<file path="src/core/acq_pkg.sv">
// constants, types and register map of the acquisition trigger controller
// assumes a single 200 MHz system clock and an axi4-lite register master
//
// Operation
// - four trigger modes plus pause function
// - start mode drops clocks before trigger
// - delay-to-start waits 24-bit count after trigger
// - delay-to-stop acquires from first clock
// - delay-to-stop runs programmed clocks after trigger
// - stop mode ends at trigger, no extra
// - one 24-bit counter serves both delay modes
// - per-channel gain, half gain only written while bipolar
// - control enables conversion, divider register sets interval
// - trigger edge polarity selectable by software
// - each gated clock edge starts one conversion
// - internal clock from 32-bit divider
package acq_pkg;

  localparam int unsigned ADDR_W      = 8;
  localparam int unsigned DATA_W      = 32;
  localparam int unsigned DELAY_W     = 24;
  localparam int unsigned DIV_W       = 32;
  localparam int unsigned NUM_CH      = 8;
  localparam int unsigned GAIN_W      = 3;
  localparam int unsigned TIMEBASE_HZ = 100_000_000;
  localparam int unsigned SYS_HZ      = 200_000_000;
  // system cycles per time-base tick
  localparam int unsigned TB_DIV      = SYS_HZ / TIMEBASE_HZ;

  // register byte offsets
  localparam logic [ADDR_W-1:0] CTRL_OFS   = 8'h00;
  localparam logic [ADDR_W-1:0] DELAY_OFS  = 8'h04;
  localparam logic [ADDR_W-1:0] DIV_OFS    = 8'h08;
  localparam logic [ADDR_W-1:0] GAIN_OFS   = 8'h0C;
  localparam logic [ADDR_W-1:0] STAT_OFS   = 8'h10;
  localparam logic [ADDR_W-1:0] IRQ_OFS    = 8'h14;
  localparam logic [ADDR_W-1:0] MASK_OFS   = 8'h18;
  localparam logic [ADDR_W-1:0] COUNT_OFS  = 8'h1C;

  // control register fields
  localparam int unsigned CTRL_RUN     = 0;
  localparam int unsigned CTRL_PAUSE   = 1;
  localparam int unsigned CTRL_MODE_LO = 2;
  localparam int unsigned CTRL_FALL    = 4;
  localparam int unsigned CTRL_SRC     = 5;
  localparam int unsigned CTRL_EXTCLK  = 6;
  localparam int unsigned CTRL_BIPOLAR = 7;

  // irq status bits
  localparam int unsigned IRQ_TRIG  = 0;
  localparam int unsigned IRQ_DONE  = 1;
  localparam int unsigned IRQ_GAIN  = 2;
  localparam int unsigned IRQ_W     = 3;

  // gain codes
  localparam logic [GAIN_W-1:0] GAIN_HALF = 3'h0;
  localparam logic [GAIN_W-1:0] GAIN_X1   = 3'h1;
  localparam logic [GAIN_W-1:0] GAIN_X8   = 3'h4;
  // gain write word: channel number sits above the code
  localparam int unsigned       GAIN_CH_LO = 8;

  localparam logic [1:0] RESP_OKAY   = 2'h0;
  localparam logic [1:0] RESP_SLVERR = 2'h2;

  typedef enum logic [1:0] {
    MODE_START, MODE_DLY_START, MODE_DLY_STOP, MODE_STOP
  } trig_mode_t;

  typedef enum logic [2:0] {
    ST_IDLE, ST_ARMED, ST_DELAY, ST_ACQ, ST_POST, ST_DONE
  } acq_state_t;

  // first member is the top bit, so run lands in bit 0
  typedef struct packed {
    logic              bipolar;
    logic              ext_clk;
    logic              src_analog;
    logic              falling;
    trig_mode_t        mode;
    logic              pause;
    logic              run;
  } ctrl_t;

endpackage : acq_pkg

</file>
<file path="src/core/gain_store.sv">
// per-channel gain memory with registered read port
// assumes writes come from the register slave in the same clock domain
`timescale 1ns/1ps
`default_nettype none
module gain_store
  import acq_pkg::*;
#(
  parameter int unsigned CH = NUM_CH
)
(
  input  wire logic               clk_sys, // system clock
  input  wire logic               rstn,    // async reset, low
  input  wire logic               we,      // write strobe
  input  wire logic [$clog2(CH)-1:0] waddr, // channel to write
  input  wire logic [GAIN_W-1:0]  wdata,   // gain code
  input  wire logic [$clog2(CH)-1:0] raddr, // channel to read
  output logic      [GAIN_W-1:0]  rdata,   // registered read
  output logic      [CH*GAIN_W-1:0] all_q  // every channel gain
);
  logic [GAIN_W-1:0] mem_q [CH];
  logic [GAIN_W-1:0] mem_d [CH];
  logic [GAIN_W-1:0] rdata_d;

  genvar g;
  generate
    for (g = 0; g < CH; g++)
    begin : g_ch
      assign mem_d[g] = (we && waddr == g) ? wdata : mem_q[g];
      assign all_q[g*GAIN_W +: GAIN_W] = mem_q[g];
      always_ff @(posedge clk_sys or negedge rstn)
      begin
        if (!rstn) mem_q[g] <= GAIN_X1;
        else       mem_q[g] <= mem_d[g];
      end
    end
  endgenerate

  always_comb
  begin
    rdata_d = mem_q[raddr];
  end

  always_ff @(posedge clk_sys or negedge rstn)
  begin
    if (!rstn) rdata <= '0;
    else       rdata <= rdata_d;
  end
endmodule : gain_store
`default_nettype wire

</file>
<file path="src/core/acq_trigger_ctrl.sv">
// trigger and acquisition sequencing with axi4-lite registers
// assumes pin inputs are asynchronous; analog comparator output arrives
// as a digital level
//
// The register offsets and the AXI4-Lite interface to the registers were decided locally.
`timescale 1ns/1ps
`default_nettype none
module acq_trigger_ctrl
  import acq_pkg::*;
(
  input  wire logic              clk_sys,       // 200 MHz clock
  input  wire logic              rstn,          // async reset, low
  input  wire logic [ADDR_W-1:0] s_axi_awaddr,  // write address
  input  wire logic              s_axi_awvalid, // write address valid
  output logic                   s_axi_awready, // write address ready
  input  wire logic [DATA_W-1:0] s_axi_wdata,   // write data
  input  wire logic [3:0]        s_axi_wstrb,   // byte enables
  input  wire logic              s_axi_wvalid,  // write data valid
  output logic                   s_axi_wready,  // write data ready
  output logic [1:0]             s_axi_bresp,   // write response
  output logic                   s_axi_bvalid,  // write response valid
  input  wire logic              s_axi_bready,  // response ready
  input  wire logic [ADDR_W-1:0] s_axi_araddr,  // read address
  input  wire logic              s_axi_arvalid, // read address valid
  output logic                   s_axi_arready, // read address ready
  output logic [DATA_W-1:0]      s_axi_rdata,   // read data
  output logic [1:0]             s_axi_rresp,   // read response
  output logic                   s_axi_rvalid,  // read data valid
  input  wire logic              s_axi_rready,  // read data ready
  input  wire logic              dig_trig_pin,  // ttl trigger pin
  input  wire logic              ana_trig_pin,  // threshold comparator
  input  wire logic              ext_conv_pin,  // external conversion clock
  output logic                   conv_start,    // one conversion pulse
  output logic                   acq_active,    // acquisition running
  output logic [NUM_CH*GAIN_W-1:0] gain_sel,    // programmable_gain_amp
  output logic                   irq            // level interrupt
);
  // synchronisers: stage one read only by stage two
  logic [2:0] sync1_q, sync2_q, prev_q;
  always_ff @(posedge clk_sys or negedge rstn)
  begin
    if (!rstn)
    begin
      sync1_q <= '0;
      sync2_q <= '0;
      prev_q  <= '0;
    end
    else
    begin
      sync1_q <= {ext_conv_pin, ana_trig_pin, dig_trig_pin};
      sync2_q <= sync1_q;
      prev_q  <= sync2_q;
    end
  end

  // registers
  ctrl_t              ctrl_q, ctrl_d;
  logic [DELAY_W-1:0] delay_q, delay_d;
  logic [DIV_W-1:0]   div_q, div_d;
  logic [IRQ_W-1:0]   stat_q, stat_d, mask_q, mask_d;
  logic               gain_we;
  logic [GAIN_W-1:0]  gain_rd;

  // axi slave state
  logic              aw_hold_q, aw_hold_d, w_hold_q, w_hold_d;
  logic [ADDR_W-1:0] awaddr_q, awaddr_d;
  logic [DATA_W-1:0] wdata_q, wdata_d;
  logic              bvalid_d, arready_d, rvalid_d;
  logic [1:0]        bresp_d, rresp_d;
  logic [DATA_W-1:0] rdata_d;
  logic              rd_pend_q, rd_pend_d;
  logic [ADDR_W-1:0] araddr_q, araddr_d;
  logic              do_write;

  // sequencer state
  acq_state_t         st_q, st_d;
  logic [DELAY_W-1:0] cnt_q, cnt_d;
  logic [DIV_W-1:0]   divcnt_q, divcnt_d;
  logic [$clog2(TB_DIV+1)-1:0] tb_q, tb_d;
  logic               conv_d, active_d, irq_d, run_q;
  logic               trig_ev, clk_ev, int_tick, trig_lvl, trig_prev;
  logic               ev_trig, ev_done, ev_gain;

  gain_store #(.CH(NUM_CH)) u_gain (
    .clk_sys (clk_sys),
    .rstn    (rstn),
    .we      (gain_we),
    .waddr   (wdata_q[GAIN_CH_LO +: $clog2(NUM_CH)]),
    .wdata   (wdata_q[GAIN_W-1:0]),
    .raddr   (wdata_q[GAIN_CH_LO +: $clog2(NUM_CH)]),
    .rdata   (gain_rd),
    .all_q   (gain_sel)
  );

  assign do_write = aw_hold_q && w_hold_q && !s_axi_bvalid;

  always_comb
  begin
    aw_hold_d = aw_hold_q;
    w_hold_d  = w_hold_q;
    awaddr_d  = awaddr_q;
    wdata_d   = wdata_q;
    bvalid_d  = s_axi_bvalid;
    bresp_d   = s_axi_bresp;
    ctrl_d    = ctrl_q;
    delay_d   = delay_q;
    div_d     = div_q;
    mask_d    = mask_q;
    gain_we   = 1'b0;
    ev_gain   = 1'b0;
    if (s_axi_awvalid && s_axi_awready)
    begin
      aw_hold_d = 1'b1;
      awaddr_d  = s_axi_awaddr;
    end
    if (s_axi_wvalid && s_axi_wready)
    begin
      w_hold_d = 1'b1;
      wdata_d  = s_axi_wdata;
    end
    if (s_axi_bvalid && s_axi_bready)
      bvalid_d = 1'b0;
    if (do_write)
    begin
      aw_hold_d = 1'b0;
      w_hold_d  = 1'b0;
      bvalid_d  = 1'b1;
      bresp_d   = RESP_OKAY;
      case (awaddr_q)
        CTRL_OFS:  ctrl_d  = ctrl_t'(wdata_q[$bits(ctrl_t)-1:0]);
        DELAY_OFS: delay_d = wdata_q[DELAY_W-1:0];
        DIV_OFS:   div_d   = wdata_q;
        MASK_OFS:  mask_d  = wdata_q[IRQ_W-1:0];
        GAIN_OFS:
        begin
          // half gain refused unless the range is bipolar
          if (wdata_q[GAIN_W-1:0] > GAIN_X8 ||
              (wdata_q[GAIN_W-1:0] == GAIN_HALF && !ctrl_q.bipolar))
          begin
            bresp_d = RESP_SLVERR;
            ev_gain = 1'b1;
          end
          else
            gain_we = 1'b1;
        end
        STAT_OFS, IRQ_OFS, COUNT_OFS: ;
        default:   bresp_d = RESP_SLVERR;
      endcase
    end
  end

  always_comb
  begin
    rd_pend_d = rd_pend_q;
    araddr_d  = araddr_q;
    arready_d = 1'b0;
    rvalid_d  = s_axi_rvalid;
    rdata_d   = s_axi_rdata;
    rresp_d   = s_axi_rresp;
    if (s_axi_rvalid && s_axi_rready)
      rvalid_d = 1'b0;
    if (!rd_pend_q && !s_axi_rvalid && s_axi_arvalid && !s_axi_arready)
      arready_d = 1'b1;
    if (s_axi_arvalid && s_axi_arready)
    begin
      rd_pend_d = 1'b1;
      araddr_d  = s_axi_araddr;
    end
    if (rd_pend_q)
    begin
      rd_pend_d = 1'b0;
      rvalid_d  = 1'b1;
      rresp_d   = RESP_OKAY;
      rdata_d   = '0;
      case (araddr_q)
        CTRL_OFS:  rdata_d[$bits(ctrl_t)-1:0] = ctrl_q;
        DELAY_OFS: rdata_d[DELAY_W-1:0] = delay_q;
        DIV_OFS:   rdata_d = div_q;
        GAIN_OFS:  rdata_d[GAIN_W-1:0] = gain_rd;
        STAT_OFS:  rdata_d[$bits(acq_state_t):0] = {acq_active, st_q};
        IRQ_OFS:   rdata_d[IRQ_W-1:0] = stat_q;
        MASK_OFS:  rdata_d[IRQ_W-1:0] = mask_q;
        COUNT_OFS: rdata_d[DELAY_W-1:0] = cnt_q;
        default:   rresp_d = RESP_SLVERR;
      endcase
    end
  end

  // trigger source and polarity
  always_comb
  begin
    trig_lvl  = ctrl_q.src_analog ? sync2_q[1] : sync2_q[0];
    trig_prev = ctrl_q.src_analog ? prev_q[1] : prev_q[0];
    trig_ev   = ctrl_q.falling ? (trig_prev && !trig_lvl)
                               : (!trig_prev && trig_lvl);
  end

  // 100 MHz time base then programmable divider
  always_comb
  begin
    int_tick = 1'b0;
    divcnt_d = divcnt_q;
    tb_d     = tb_q + 1'b1;
    if (tb_q == $bits(tb_q)'(TB_DIV - 1))
    begin
      tb_d = '0;
      if (divcnt_q >= div_q)
      begin
        divcnt_d = '0;
        int_tick = ctrl_q.run;
      end
      else
        divcnt_d = divcnt_q + 1'b1;
    end
    if (!ctrl_q.run)
      divcnt_d = '0;
    clk_ev = ctrl_q.ext_clk ? (sync2_q[2] && !prev_q[2]) : int_tick;
  end

  always_comb
  begin
    st_d     = st_q;
    cnt_d    = cnt_q;
    conv_d   = 1'b0;
    ev_trig  = 1'b0;
    ev_done  = 1'b0;
    if (!ctrl_q.run)
      st_d = ST_IDLE;
    else if (!ctrl_q.pause)
    begin
      case (st_q)
        ST_IDLE:
          if (!run_q)
            st_d = (ctrl_q.mode == MODE_START ||
                    ctrl_q.mode == MODE_DLY_START) ? ST_ARMED : ST_ACQ;
        ST_ARMED:
          if (trig_ev)
          begin
            ev_trig = 1'b1;
            cnt_d   = delay_q;
            st_d    = (ctrl_q.mode == MODE_DLY_START && delay_q != '0)
                      ? ST_DELAY : ST_ACQ;
          end
        ST_DELAY:
          if (clk_ev)
          begin
            cnt_d = cnt_q - 1'b1;
            if (cnt_q == DELAY_W'(1))
              st_d = ST_ACQ;
          end
        ST_ACQ:
        begin
          if (trig_ev && ctrl_q.mode == MODE_STOP)
          begin
            ev_trig = 1'b1;
            ev_done = 1'b1;
            st_d    = ST_DONE;
          end
          else
          begin
            if (clk_ev)
              conv_d = 1'b1;
            if (trig_ev && ctrl_q.mode == MODE_DLY_STOP)
            begin
              ev_trig = 1'b1;
              cnt_d   = delay_q;
              st_d    = (delay_q == '0) ? ST_DONE : ST_POST;
              ev_done = (delay_q == '0);
            end
          end
        end
        ST_POST:
          if (clk_ev)
          begin
            conv_d = 1'b1;
            cnt_d  = cnt_q - 1'b1;
            if (cnt_q == DELAY_W'(1))
            begin
              st_d    = ST_DONE;
              ev_done = 1'b1;
            end
          end
        ST_DONE: ;
        default: st_d = ST_IDLE;
      endcase
    end
    active_d = (st_d == ST_ACQ || st_d == ST_POST);
  end

  // sticky irq status: read clears, new event wins
  always_comb
  begin
    stat_d = stat_q;
    if (rd_pend_q && araddr_q == IRQ_OFS)
      stat_d = '0;
    if (ev_trig) stat_d[IRQ_TRIG] = 1'b1;
    if (ev_done) stat_d[IRQ_DONE] = 1'b1;
    if (ev_gain) stat_d[IRQ_GAIN] = 1'b1;
    irq_d = |(stat_d & mask_d);
  end

  always_ff @(posedge clk_sys or negedge rstn)
  begin
    if (!rstn)
    begin
      aw_hold_q     <= 1'b0;
      w_hold_q      <= 1'b0;
      awaddr_q      <= '0;
      wdata_q       <= '0;
      s_axi_bvalid  <= 1'b0;
      s_axi_bresp   <= RESP_OKAY;
      s_axi_awready <= 1'b0;
      s_axi_wready  <= 1'b0;
      rd_pend_q     <= 1'b0;
      araddr_q      <= '0;
      s_axi_arready <= 1'b0;
      s_axi_rvalid  <= 1'b0;
      s_axi_rdata   <= '0;
      s_axi_rresp   <= RESP_OKAY;
      ctrl_q        <= '0;
      delay_q       <= '0;
      div_q         <= '0;
      mask_q        <= '0;
      stat_q        <= '0;
      st_q          <= ST_IDLE;
      cnt_q         <= '0;
      divcnt_q      <= '0;
      tb_q          <= '0;
      run_q         <= 1'b0;
      conv_start    <= 1'b0;
      acq_active    <= 1'b0;
      irq           <= 1'b0;
    end
    else
    begin
      aw_hold_q     <= aw_hold_d;
      w_hold_q      <= w_hold_d;
      awaddr_q      <= awaddr_d;
      wdata_q       <= wdata_d;
      s_axi_bvalid  <= bvalid_d;
      s_axi_bresp   <= bresp_d;
      s_axi_awready <= !aw_hold_d && !s_axi_awready && s_axi_awvalid;
      s_axi_wready  <= !w_hold_d && !s_axi_wready && s_axi_wvalid;
      rd_pend_q     <= rd_pend_d;
      araddr_q      <= araddr_d;
      s_axi_arready <= arready_d;
      s_axi_rvalid  <= rvalid_d;
      s_axi_rdata   <= rdata_d;
      s_axi_rresp   <= rresp_d;
      ctrl_q        <= ctrl_d;
      delay_q       <= delay_d;
      div_q         <= div_d;
      mask_q        <= mask_d;
      stat_q        <= stat_d;
      st_q          <= st_d;
      cnt_q         <= cnt_d;
      divcnt_q      <= divcnt_d;
      tb_q          <= tb_d;
      run_q         <= (st_q != ST_IDLE);
      conv_start    <= conv_d;
      acq_active    <= active_d;
      irq           <= irq_d;
    end
  end
endmodule : acq_trigger_ctrl
`default_nettype wire

</file>
<file path="config.mk">
export PLATFORM = sky130hd
export DESIGN_NAME = acq_trigger_ctrl
export DESIGN_NICKNAME = d
export VERILOG_FILES = /design/src/core/acq_pkg.sv /design/src/core/gain_store.sv /design/src/core/acq_trigger_ctrl.sv
export SDC_FILE = /design/constraint.sdc
export NUM_CORES = 1
export LEC_CHECK = 0
export BUFFER_PORTS_ARGS = -buffer_cell sky130_fd_sc_hd__buf_2
export CAP_MARGIN = 40
export CORE_MARGIN = 2
export CORE_UTILIZATION = 55
export CTS_CLUSTER_DIAMETER = 100
export DETAILED_ROUTE_END_ITERATION = 6
export GPL_ROUTABILITY_DRIVEN = 0
export PLACE_DENSITY_LB_ADDON = 0.25
export SETUP_SLACK_MARGIN = 0.1
export SYNTH_ARGS = -nofsm -noshare
export SYNTH_HDL_FRONTEND = slang
export SYNTH_SLANG_ARGS = --single-unit
export TNS_END_PERCENT = 30
</file>
<file path="constraint.sdc">
create_clock -name clk_sys -period 3.1 [get_ports clk_sys]
set_input_delay 0.31 -clock clk_sys [delete_from_list [all_inputs] [get_ports clk_sys]]
set_output_delay 0.31 -clock clk_sys [all_outputs]
set_load 0.02 [all_outputs]
</file>
== Word-level counts from Yosys, hierarchy flattened ==
Index checks and enable logic that the tools add are counted.

* Bits of input ports: 62
* Flip-flop bits (word level): 263

* Add/subtract/negate cells: 3
* Bitwise operators: 3
* Multiplexer cells: 81
* $lt $le $gt $ge: 3
* Eq/ne operators: 38
* Reduce and logical (&&, ||, !) cells: 65

{| class="wikitable"
|+ Operators by type and width
! kind !! count
|-
| $mux W24 || 4
|-
| $mux W32 || 3
|-
| $pmux W24 S3 || 1
|-
| $eq A8 B5 Y1 const B || 8
|-
| $pmux W16 S3 || 1
|-
| $mux W3 || 15
|-
| $mux W1 || 43
|-
| $add A32 B1 Y32 const B || 1
|-
| $eq A8 B4 Y1 const B || 4
|-
| $ge A32 B32 Y1 || 1
|-
| $logic_and A1 B1 Y1 || 30
|-
| $eq A24 B1 Y1 const B || 1
|-
| $logic_not A24 Y1 || 1
|-
| $pmux W3 S8 || 1
|-
| $reduce_bool A24 Y1 || 1
|-
| $sub A24 B1 Y24 const B || 1
|-
| $eq A3 B3 Y1 const B || 7
|-
| $pmux W3 S6 || 1
|-
| $eq A8 B3 Y1 const B || 2
|-
| $logic_not A8 Y1 || 2
|-
| $pmux W4 S4 || 1
|-
| $eq A3 B2 Y1 const B || 5
|-
| $logic_not A1 Y1 || 12
|-
| $bmux W3 S3 || 1
|-
| other kinds (27) || 46
|}

== Longest topological paths before layout ==
Gate-level depths: netlist of the first run.

* Depth after elaboration: 13
* Gate-level depth with buffers: 11
* Mapped depth without buffers: 9

== Cells and area by module ==
A second synthesis of the first run with hierarchy kept.

* Cells, all modules: 1,247
* Area, all modules: 13,135.1 sq um

{| class="wikitable"
|+ By module, submodules not included
! module !! area each (sq um) !! times used !! cells each !! sequential area each (sq um)
|-
| acq_trigger_ctrl || 11,891.4 || 1 || 1,178 || 5,855.6
|-
| gain_store || 1,243.7 || 1 || 69 || 685.7
|}

== Worst setup path before layout of the first run ==
No wires, ideal clock.

* Path kind: register to register
* Start: register divcnt_q[13]
* End: register divcnt_q[17]
* Slack: 422 ps
* Stages on the path, launching flop included: 10
* Data required time: 3,024 ps
* Arrival time: 2,601 ps
* Clock period less this slack: 2,678 ps
* Buffers on the path: 1
* Cell sequence: dfrtp_1 > ha_1 > a21o_1 > a21o_1 > a22o_1 > o41a_4 > or3_4 > buf_6 > or3_1 > o21ai_1

* Cells in the longest elaborated chain, start to end: 4
* Elaborated cells on any way between the ends: 5
* Classes of those cells: 1 x add/sub; 1 x order compare; 3 x mux

{| class="wikitable"
|+ RTL lines
! element !! RTL line !! RTL
|-
| from (decl) || acq_trigger_ctrl.sv:78 || <nowiki>logic [DIV_W-1:0] divcnt_q, divcnt_d;</nowiki>
|-
| from (signal assigned) || acq_trigger_ctrl.sv:357 || <nowiki>divcnt_q <= divcnt_d;</nowiki>
|-
| $add A32 B1 Y32 or $ge A32 B32 Y1 (tied branches) || acq_trigger_ctrl.sv:213, acq_trigger_ctrl.sv:207 ||
|-
| $mux W32 (*) || acq_trigger_ctrl.sv:207 || <nowiki>if (divcnt_q >= div_q)</nowiki>
|-
| $mux W32 (*) || acq_trigger_ctrl.sv:204 || <nowiki>if (tb_q == $bits(tb_q)'(TB_DIV - 1))</nowiki>
|-
| $mux W32 (*) || acq_trigger_ctrl.sv:215 || <nowiki>if (!ctrl_q.run)</nowiki>
|}

Every way passes the cells marked *; elsewhere a longest branch is shown, timed or not. The select of a mux whose other input is x is not followed.
A chain may end at the register's enable or synchronous reset.

== Worst setup path after layout of the first run ==
* Start: register div_q[13]
* End: register divcnt_q[7]

* Cells in the longest elaborated chain, start to end: 4

{| class="wikitable"
|+ RTL lines
! element !! RTL line !! RTL
|-
| from (decl) || acq_trigger_ctrl.sv:59 || <nowiki>logic [DIV_W-1:0] div_q, div_d;</nowiki>
|-
| from (signal assigned) || acq_trigger_ctrl.sv:352 || <nowiki>div_q <= div_d;</nowiki>
|-
| $ge A32 B32 Y1 || acq_trigger_ctrl.sv:207 ||
|-
| $mux W32 || acq_trigger_ctrl.sv:207 ||
|-
| $mux W32 || acq_trigger_ctrl.sv:204 ||
|-
| $mux W32 || acq_trigger_ctrl.sv:215 ||
|}

Every way passes these cells. The select of a mux whose other input is x is not followed.

==> flow_metrics.py, run 1 <==
metrics = {
    "run_status": {
        "outcome": "finished, final reports clean",
    },
    "power_and_ir_drop": {
        "p_per_area_nw_per_um2": 662,
        "share_clk_of_total_power": 0.330,
        "power.net_switching_mw": 3.23,
        "internal_power_mw": 6.98,
        "power_share_of_the_combinational_group": 0.221,
        "p_sw_frac": 0.316,
        "total_power_after_layout_mw": 10.2,
        "leakage_nw": 7.09,
        "power.sequential.fraction": 0.449,
        "ir_drop_uv": 537,
    },
    "clock_network": {
        "tritoncts": "done",
        "path_clk_slew_ns": 0.06,
        "worstSkewPairLatency_ns": 0.55,
        "cts_max_level": 1,
        "cts_buffers": 28,
        "tritoncts_num_sinks": 261,
        "ctsLongestPathBuffers": 3,
        "clock-root-buffer": "clkbuf_16",
    },
    "detailed_routing": {
        "routed_wire_length_per_instance_um": 18.8,
        "antenna_left": 0,
        "avgViaCountPerCell": 5.96,
        "route.vias.total": 10300,
        "drt_pass1_iterations": 6,
        "initialDrtViolationCount": 1107,
        "drc": 0,
        "finalWirelength_mm": 32.4,
    },
    "sta": {
        "finClkSkew_ns": 0.0109,
        "min_period_over_period": 0.953,
        "worstMarginPinSlew_ns": 0.886,
        "final-hold-violation-count": 0,
        "timing.final.setup_violations": 0,
        "drv_slew": 0,
        "rsz_0062_raised_after_global_routing": "yes",
        "maxSlewHeadroom": 0.409,
        "final.setup.tns_ns": 0,
        "layout_min_cycle_time_ns": 2.95,
        "max_clock_freq_mhz": 339,
    },
    "final_layout": {
        "postLayoutCoreUtil": 0.663,
        "fin_area_um2": 15400,
        "layout-drive-gt1-share": 0.261,
        "layout-area-overhead-vs-synth_pct": 19.5,
        "n_antenna_cell": 0,
        "nNetsFinal": 1482,
        "fill_cells": 1819,
    },
    "critical_path": {
        "critPathMostFrequentCell": "a21o_1",
        "cpPeakStageDelay_ns": 0.47,
        "critical_path.startpoint_type": "flip-flop",
        "cp_max_stage_cell": "or3_4",
        "setup.reg_to_reg.worst_slack_ns": 0.15,
        "buf_inv_stages_crit_path": 2,
        "worstPathCellList": "inv_1, ha_1, a21o_1, a21o_1, a22o_1, o41a_4, buf_4, or3_4, or3_1, o21ai_0",
        "crit_path_leading_delay_family": "compound AO/OA/AOI/OAI gates",
        "worst_ep_arrival_time_ns": 3.42,
        "critPathRequiredTime_ns": 3.56,
        "timing.critical_path.fanout_max": 13,
        "timing_worst_setup_path_type": "flip-flop to flip-flop",
        "critical_path.endpoint_type": "flip-flop",
    },
    "floorplanning": {
        "placeableCoreArea_um2": 23300,
        "initial_core_util": 0.555,
        "die_outline_area_um2": 24700,
        "core.rowCount": 56,
        "number_of_placed_i_o_pins": 130,
        "height_of_the_die_um": 157,
        "die_w_um": 157,
    },
    "hold_path": {
        "worst_hold_path_type": "primary input to flip-flop",
    },
    "logic_synthesis": {
        "async_reset_ff_frac": 1.00,
        "netlist_instances": 1218,
        "synth_enable_flop_cells": 0,
        "synthesis.area_um2": 12900,
        "synthMostInstantiatedCell": "dfrtp_1",
        "synth_sequential_area_ratio": 0.507,
        "synth.avg_cell_area_um2": 10.6,
        "synth.distinct_cells": 77,
        "synthesis.yosys.warnings": 0,
        "ys_top_cells_by_area": "dfrtp_1 49%, mux2_2 9.9%, ha_1 3.4%",
        "ys_seq_elements": 261,
        "post-synth-top-area-fraction": 0.490,
        "library_cell_occupying_the_most_area_in_the_post_synthesis_netlist": "dfrtp_1",
        "synth_top_cells_by_count": "253 x dfrtp_1, 113 x mux2_2, 113 x nand2_1",
        "yosys_most_used_dff": "dfrtp_1",
    },
    "global_route": {
        "vias_in_the_first_global_route": 9723,
        "number_of_antenna_violations_at_the_first_check_in_global_routing": 0,
        "global_route_wire_length_before_repair_mm": 52.0,
        "grt_max_degree": 101,
        "groute.usage.overall": 0.265,
        "grt_overflow": 0,
    },
    "placed_design": {
        "hpwl_mm": 22.1,
        "placedInstanceArea_um2": 14000,
        "numPortBuffers": 123,
    },
    "job": {
        "max_cap_violations": 0,
    },
}
[cell families (layout without fill, tap and decap cells)]
kind of cell               count (synthesis)  count (layout)  share of synthesized area
muxes                                    134             134                      0.124
and+or+nand+nor                          358             358                      0.149
xor gates and xnor gates                   4               4                    0.00271
AOI/OAI and AO/OA                        278             278                      0.138
buffers and inverters                    147             335                     0.0451
other                                      1               2                   0.000290
DFF                                      261             261                      0.507
adders and majority gates                 35              35                     0.0339
[routing by layer]
metal	wire (µm)	track usage	part of all wire
met5	0	0	0
met4	839	0.0814	0.026
met3	2410	0.0396	0.074
met2	14600	0.402	0.45
met1	14500	0.396	0.45
[path summary, 6_finish.rpt]
kind / to / from / cells after the start
max: divcnt_q[7] / div_q[13] / 10
min: wdata_q[22] / s_axi_wdata[22] / 2
max reg2reg: divcnt_q[7] / div_q[13] / 10
min reg2reg: sync2_q[1] / sync1_q[1] / 0
max in group asynchronous: divcnt_q[27] / rstn / 3
min in group asynchronous: araddr_q[3] / rstn / 2
[what timing repair did]
| item | in CTS | in global routing |
|---|---|---|
| hold endpoints to repair | 155 | 0 |
| hold buffers | 46 | 0 |
| setup buffers | 0 | 0 |
| resized for setup | 0 | 8 |
| endpoints found under the setup margin | 0 | 37 |
[registers in the layout, indices dropped and copies added (netlist names), 8 cells and up]
register      count
araddr_q          8
delay_q          24
cnt_q            24
divcnt_q         32
div_q            32
s_axi_rdata      32
wdata_q          32
ctrl_q            8
u_gain.all_q     24
awaddr_q          8
[metrics by stage]
stage | setup WS [ns] | std cells | hold slack (ns)
floorplan | 0.422 | 1219 | 0.0144
global placement | 0.194 | 1627 | 0.166
detailed placement | 0.159 | 1628 | 0.165
CTS | 0.141 | 1726 | 0.00166
global route | 0.0380 | 1726 | 0.00900
finish | 0.147 | 1726 | 0.0154
[power groups by stage]
stage               clock (mW)  sequential, mW  combinational [mW]
floorplan                    0            4.33                1.56
global placement             0            4.60                2.09
detailed placement           0            4.63                2.14
CTS                       3.42            4.57                2.21
global route              3.55            4.65                2.44
finish                    3.37            4.58                2.26
[layout by cell type, fill, tap and decap left out, drive strengths merged, types with 8 or more instances in the layout]
master         n
mux2         113
nor2b         11
nand4         12
clkinv         8
a22o          21
clkbuf        40
nand3         34
a21oi         61
o311ai         9
or2            9
ha            35
nand2        113
nor4          29
nor2          46
nand2b        15
a221oi         8
or4            9
mux2i         12
inv           81
o22ai         30
nor3b          8
a31oi         17
dfrtp        253
dfstp          8
mux4           9
o21ai         82
nor3          28
dlygate4sd3   46
buf          156
or3           14
[final cells by class]
| class | count | area [µm²] | area share |
|---|---|---|---|
| flip-flops and latches | 261 | 6540 | 0.424 |
| multi-input cells | 811 | 5850 | 0.379 |
| repair buffers | 202 | 1390 | 0.0899 |
| clock buffers | 40 | 817 | 0.0530 |
| well taps | 319 | 399 | 0.0259 |
| inverters | 81 | 304 | 0.0197 |
| clock inverters | 12 | 123 | 0.00795 |
[worst register-to-register path: stages (launching register included)]
cell and delay, ns:
dfrtp_1 0.41, inv_1 0.08, ha_1 0.31, a21o_1 0.16, a21o_1 0.17, a22o_1 0.18, o41a_4 0.46, buf_4 0.19
or3_4 0.48, or3_1 0.37, o21ai_0 0.07
Note: power is estimated with default switching activity, not from simulation.
==> inputs of run 2 (changes only) <==
- CORE_UTILIZATION: 55 -> 54
- clock period: 3.1 -> 2.46 ns (I/O delays scaled with it)
==> run 2 against run 1 <==
The flow now finishes with violations (negative setup slack). Power grew 39%. Design area increased by 13%. Die area increased by 1.8%. Worst setup slack worse by 0.48 ns. Clock power grew 18%. Non-clock buffer count grew 148. Global-route usage increased by 2.4 points. Register-to-register slack worse by 0.48 ns. Hold slack improved by 0.25 ns. Sequential share of layout area shrank 5.0 points. Routed wire length grew 17%. First-iteration DRC count decreased by 5.3%. Critical endpoint is now divcnt_q[9]. Highest routed layer unchanged.
==> flow_metrics.py, run 2 (synthesized netlist as in run 1, its figures left out) <==
metrics = {
    "sta": {
        "postLayoutSetupSlackWorst_ns": -0.330,
        "drv_slew": 0,
        "layout_min_cycle_time_ns": 2.79,
        "finalHoldWorstSlack_ns": 0.264,
        "maxSlewHeadroom": 0.388,
        "timing.final.setup_violations": 63,
        "rsz_0062_raised_after_global_routing": "yes",
        "finClkSkew_ns": 0.00983,
        "final.setup.tns_ns": -12.10,
        "max_clock_freq_mhz": 358,
        "worstMarginPinSlew_ns": 0.910,
        "final-hold-violation-count": 0,
        "min_period_over_period": 1.13,
    },
    "final_layout": {
        "nNetsFinal": 1630,
        "mostFrequentLayoutCell": "dfrtp_1",
        "sequential_cell_area_um2": 6540,
        "finish.cell_count_without_fillers": 1872,
        "layout-area-overhead-vs-synth_pct": 35.5,
        "layout_common_cells": "253 x dfrtp_1, 134 x buf_4, 122 x buf_2",
        "fin_area_um2": 17500,
        "multi_input_comb_area_um2": 6600,
        "postLayoutCoreUtil": 0.745,
        "n_antenna_cell": 0,
        "fill_cells": 1542,
        "layout-drive-gt1-share": 0.385,
    },
    "power_and_ir_drop": {
        "internal_power_mw": 9.55,
        "ir_drop_uv": 659,
        "share_clk_of_total_power": 0.282,
        "power_share_of_the_combinational_group": 0.311,
        "power.net_switching_mw": 4.60,
        "total_power_after_layout_mw": 14.2,
        "p_per_area_nw_per_um2": 809,
        "p_sw_frac": 0.325,
        "leakage_nw": 8.09,
        "power.sequential.fraction": 0.407,
    },
    "detailed_routing": {
        "antenna_left": 0,
        "drc": 0,
        "avgViaCountPerCell": 6.06,
        "routed_wire_length_per_instance_um": 20.2,
        "finalWirelength_mm": 37.9,
        "initialDrtViolationCount": 1048,
        "drt_pass1_iterations": 5,
        "route.vias.total": 11300,
    },
    "floorplanning": {
        "height_of_the_die_um": 159,
        "die_w_um": 159,
        "die_outline_area_um2": 25200,
        "initial_core_util": 0.550,
        "core.rowCount": 56,
        "placeableCoreArea_um2": 23500,
        "number_of_placed_i_o_pins": 130,
    },
    "clock_network": {
        "tritoncts_num_sinks": 261,
        "cts_buffers": 27,
        "tritoncts": "done",
        "cts_max_level": 1,
        "clock-root-buffer": "clkbuf_16",
        "worstSkewPairLatency_ns": 0.53,
        "ctsLongestPathBuffers": 3,
        "path_clk_slew_ns": 0.06,
    },
    "global_route": {
        "global_route_wire_length_before_repair_mm": 56.8,
        "groute.usage.overall": 0.289,
        "grt_overflow": 0,
        "number_of_antenna_violations_at_the_first_check_in_global_routing": 0,
        "vias_in_the_first_global_route": 10800,
        "grt_max_degree": 64,
    },
    "critical_path": {
        "critical_path.startpoint_type": "flip-flop",
        "timing_worst_setup_path_type": "flip-flop to flip-flop",
        "critical_path.endpoint_type": "flip-flop",
        "critPathMostFrequentCell": "buf_6",
        "critPathRequiredTime_ns": 2.92,
        "worst_ep_arrival_time_ns": 3.25,
        "cpPeakStageDelay_ns": 0.51,
        "timing.critical_path.fanout_max": 6,
        "worstPathCellList": "inv_2, ha_1, nand4_1, nor3_1, a22o_1, o41a_4, buf_6, nor3_4, buf_6, buf_12, buf_6, a21oi_1, o21ai_1",
        "cp_max_stage_cell": "o41a_4",
    },
    "placed_design": {
        "dp_slack_ns": -0.426,
        "placedInstanceArea_um2": 14800,
        "numPortBuffers": 123,
        "hpwl_mm": 23.7,
        "post-place-cells": 1727,
    },
    "run_status": {
        "failed_checks": "negative setup slack",
        "outcome": "finished with violations",
    },
    "hold_path": {
        "worst_hold_path_type": "primary input to asynchronous set/reset pin",
    },
    "job": {
        "max_cap_violations": 0,
    },
}
run 2: changes by cell type in the layout (fill, tap and decap cells not counted), sizes merged:
cell,change
buf,+136
o21ai,+1
clkbuf,+1
bufinv,-1
clkinvlp,-2
dlygate4sd3,+11
run 2: worst max-delay path: cells and delay by family, from the launching register on:
kind,cells,cell delay (ns)
buf+inv,5,0.61
fa+ha+maj,1,0.31
flops,1,0.37
compound gates,4,0.93
simple gates,3,0.50
run 2: final timing paths:
path	startpoint	slack (ns)	to	cells past startpoint
worst max-delay path	div_q[14]	-0.33	divcnt_q[9]	13
min in group clk_sys	sync1_q[2]	0.35	sync2_q[2]	0
worst min-delay path	rstn	0.26	araddr_q[1]	2
worst max register to register	div_q[14]	-0.33	divcnt_q[9]	13
max in group asynchronous	rstn	1.39	s_axi_rdata[20]	3
worst min register to register	sync1_q[2]	0.35	sync2_q[2]	0
run 2: area by class of cell:
| class | count | share of cell area |
|---|---|---|
| clock buffers | 40 | 0.0454 |
| clock inverters | 9 | 0.00422 |
| inverters | 81 | 0.0174 |
| multi-input cells | 812 | 0.378 |
| flip-flops and latches | 261 | 0.374 |
| well taps | 319 | 0.0228 |
| repair buffers | 350 | 0.159 |
run 2: power by group through the flow:
stage,sequential (mW),clock [mW],combinational [mW]
after floorplan,5.45,0,1.97
after CTS,5.71,4.05,4.13
after detailed placement,5.76,0,3.14
after global placement,5.73,0,3.06
final,5.76,3.99,4.40
after global routing,5.83,4.24,4.68
run 2: layer usage:
| layer | vias to the layer above | share of wire | wire length (µm) | GRT usage |
|---|---|---|---|---|
| met3 | 118 | 0.080 | 3040 | 0.0547 |
| met2 | 539 | 0.48 | 18100 | 0.459 |
| met5 | - | 0 | 0 | 0 |
| met4 | 0 | 0.029 | 1120 | 0.0897 |
| met1 | 5589 | 0.41 | 15600 | 0.406 |
| li1 | 5092 | - | - | - |
run 2: timing repair:
action / in CTS / in global routing
hold buffers: 57 / 0
gates resized for setup: 114 / 84
hold endpoints to repair: 110 / 0
buffers inserted: 24 / 10
setup endpoints to repair: 100 / 104
gates cloned: 7 / 1
pin swaps: 47 / 36
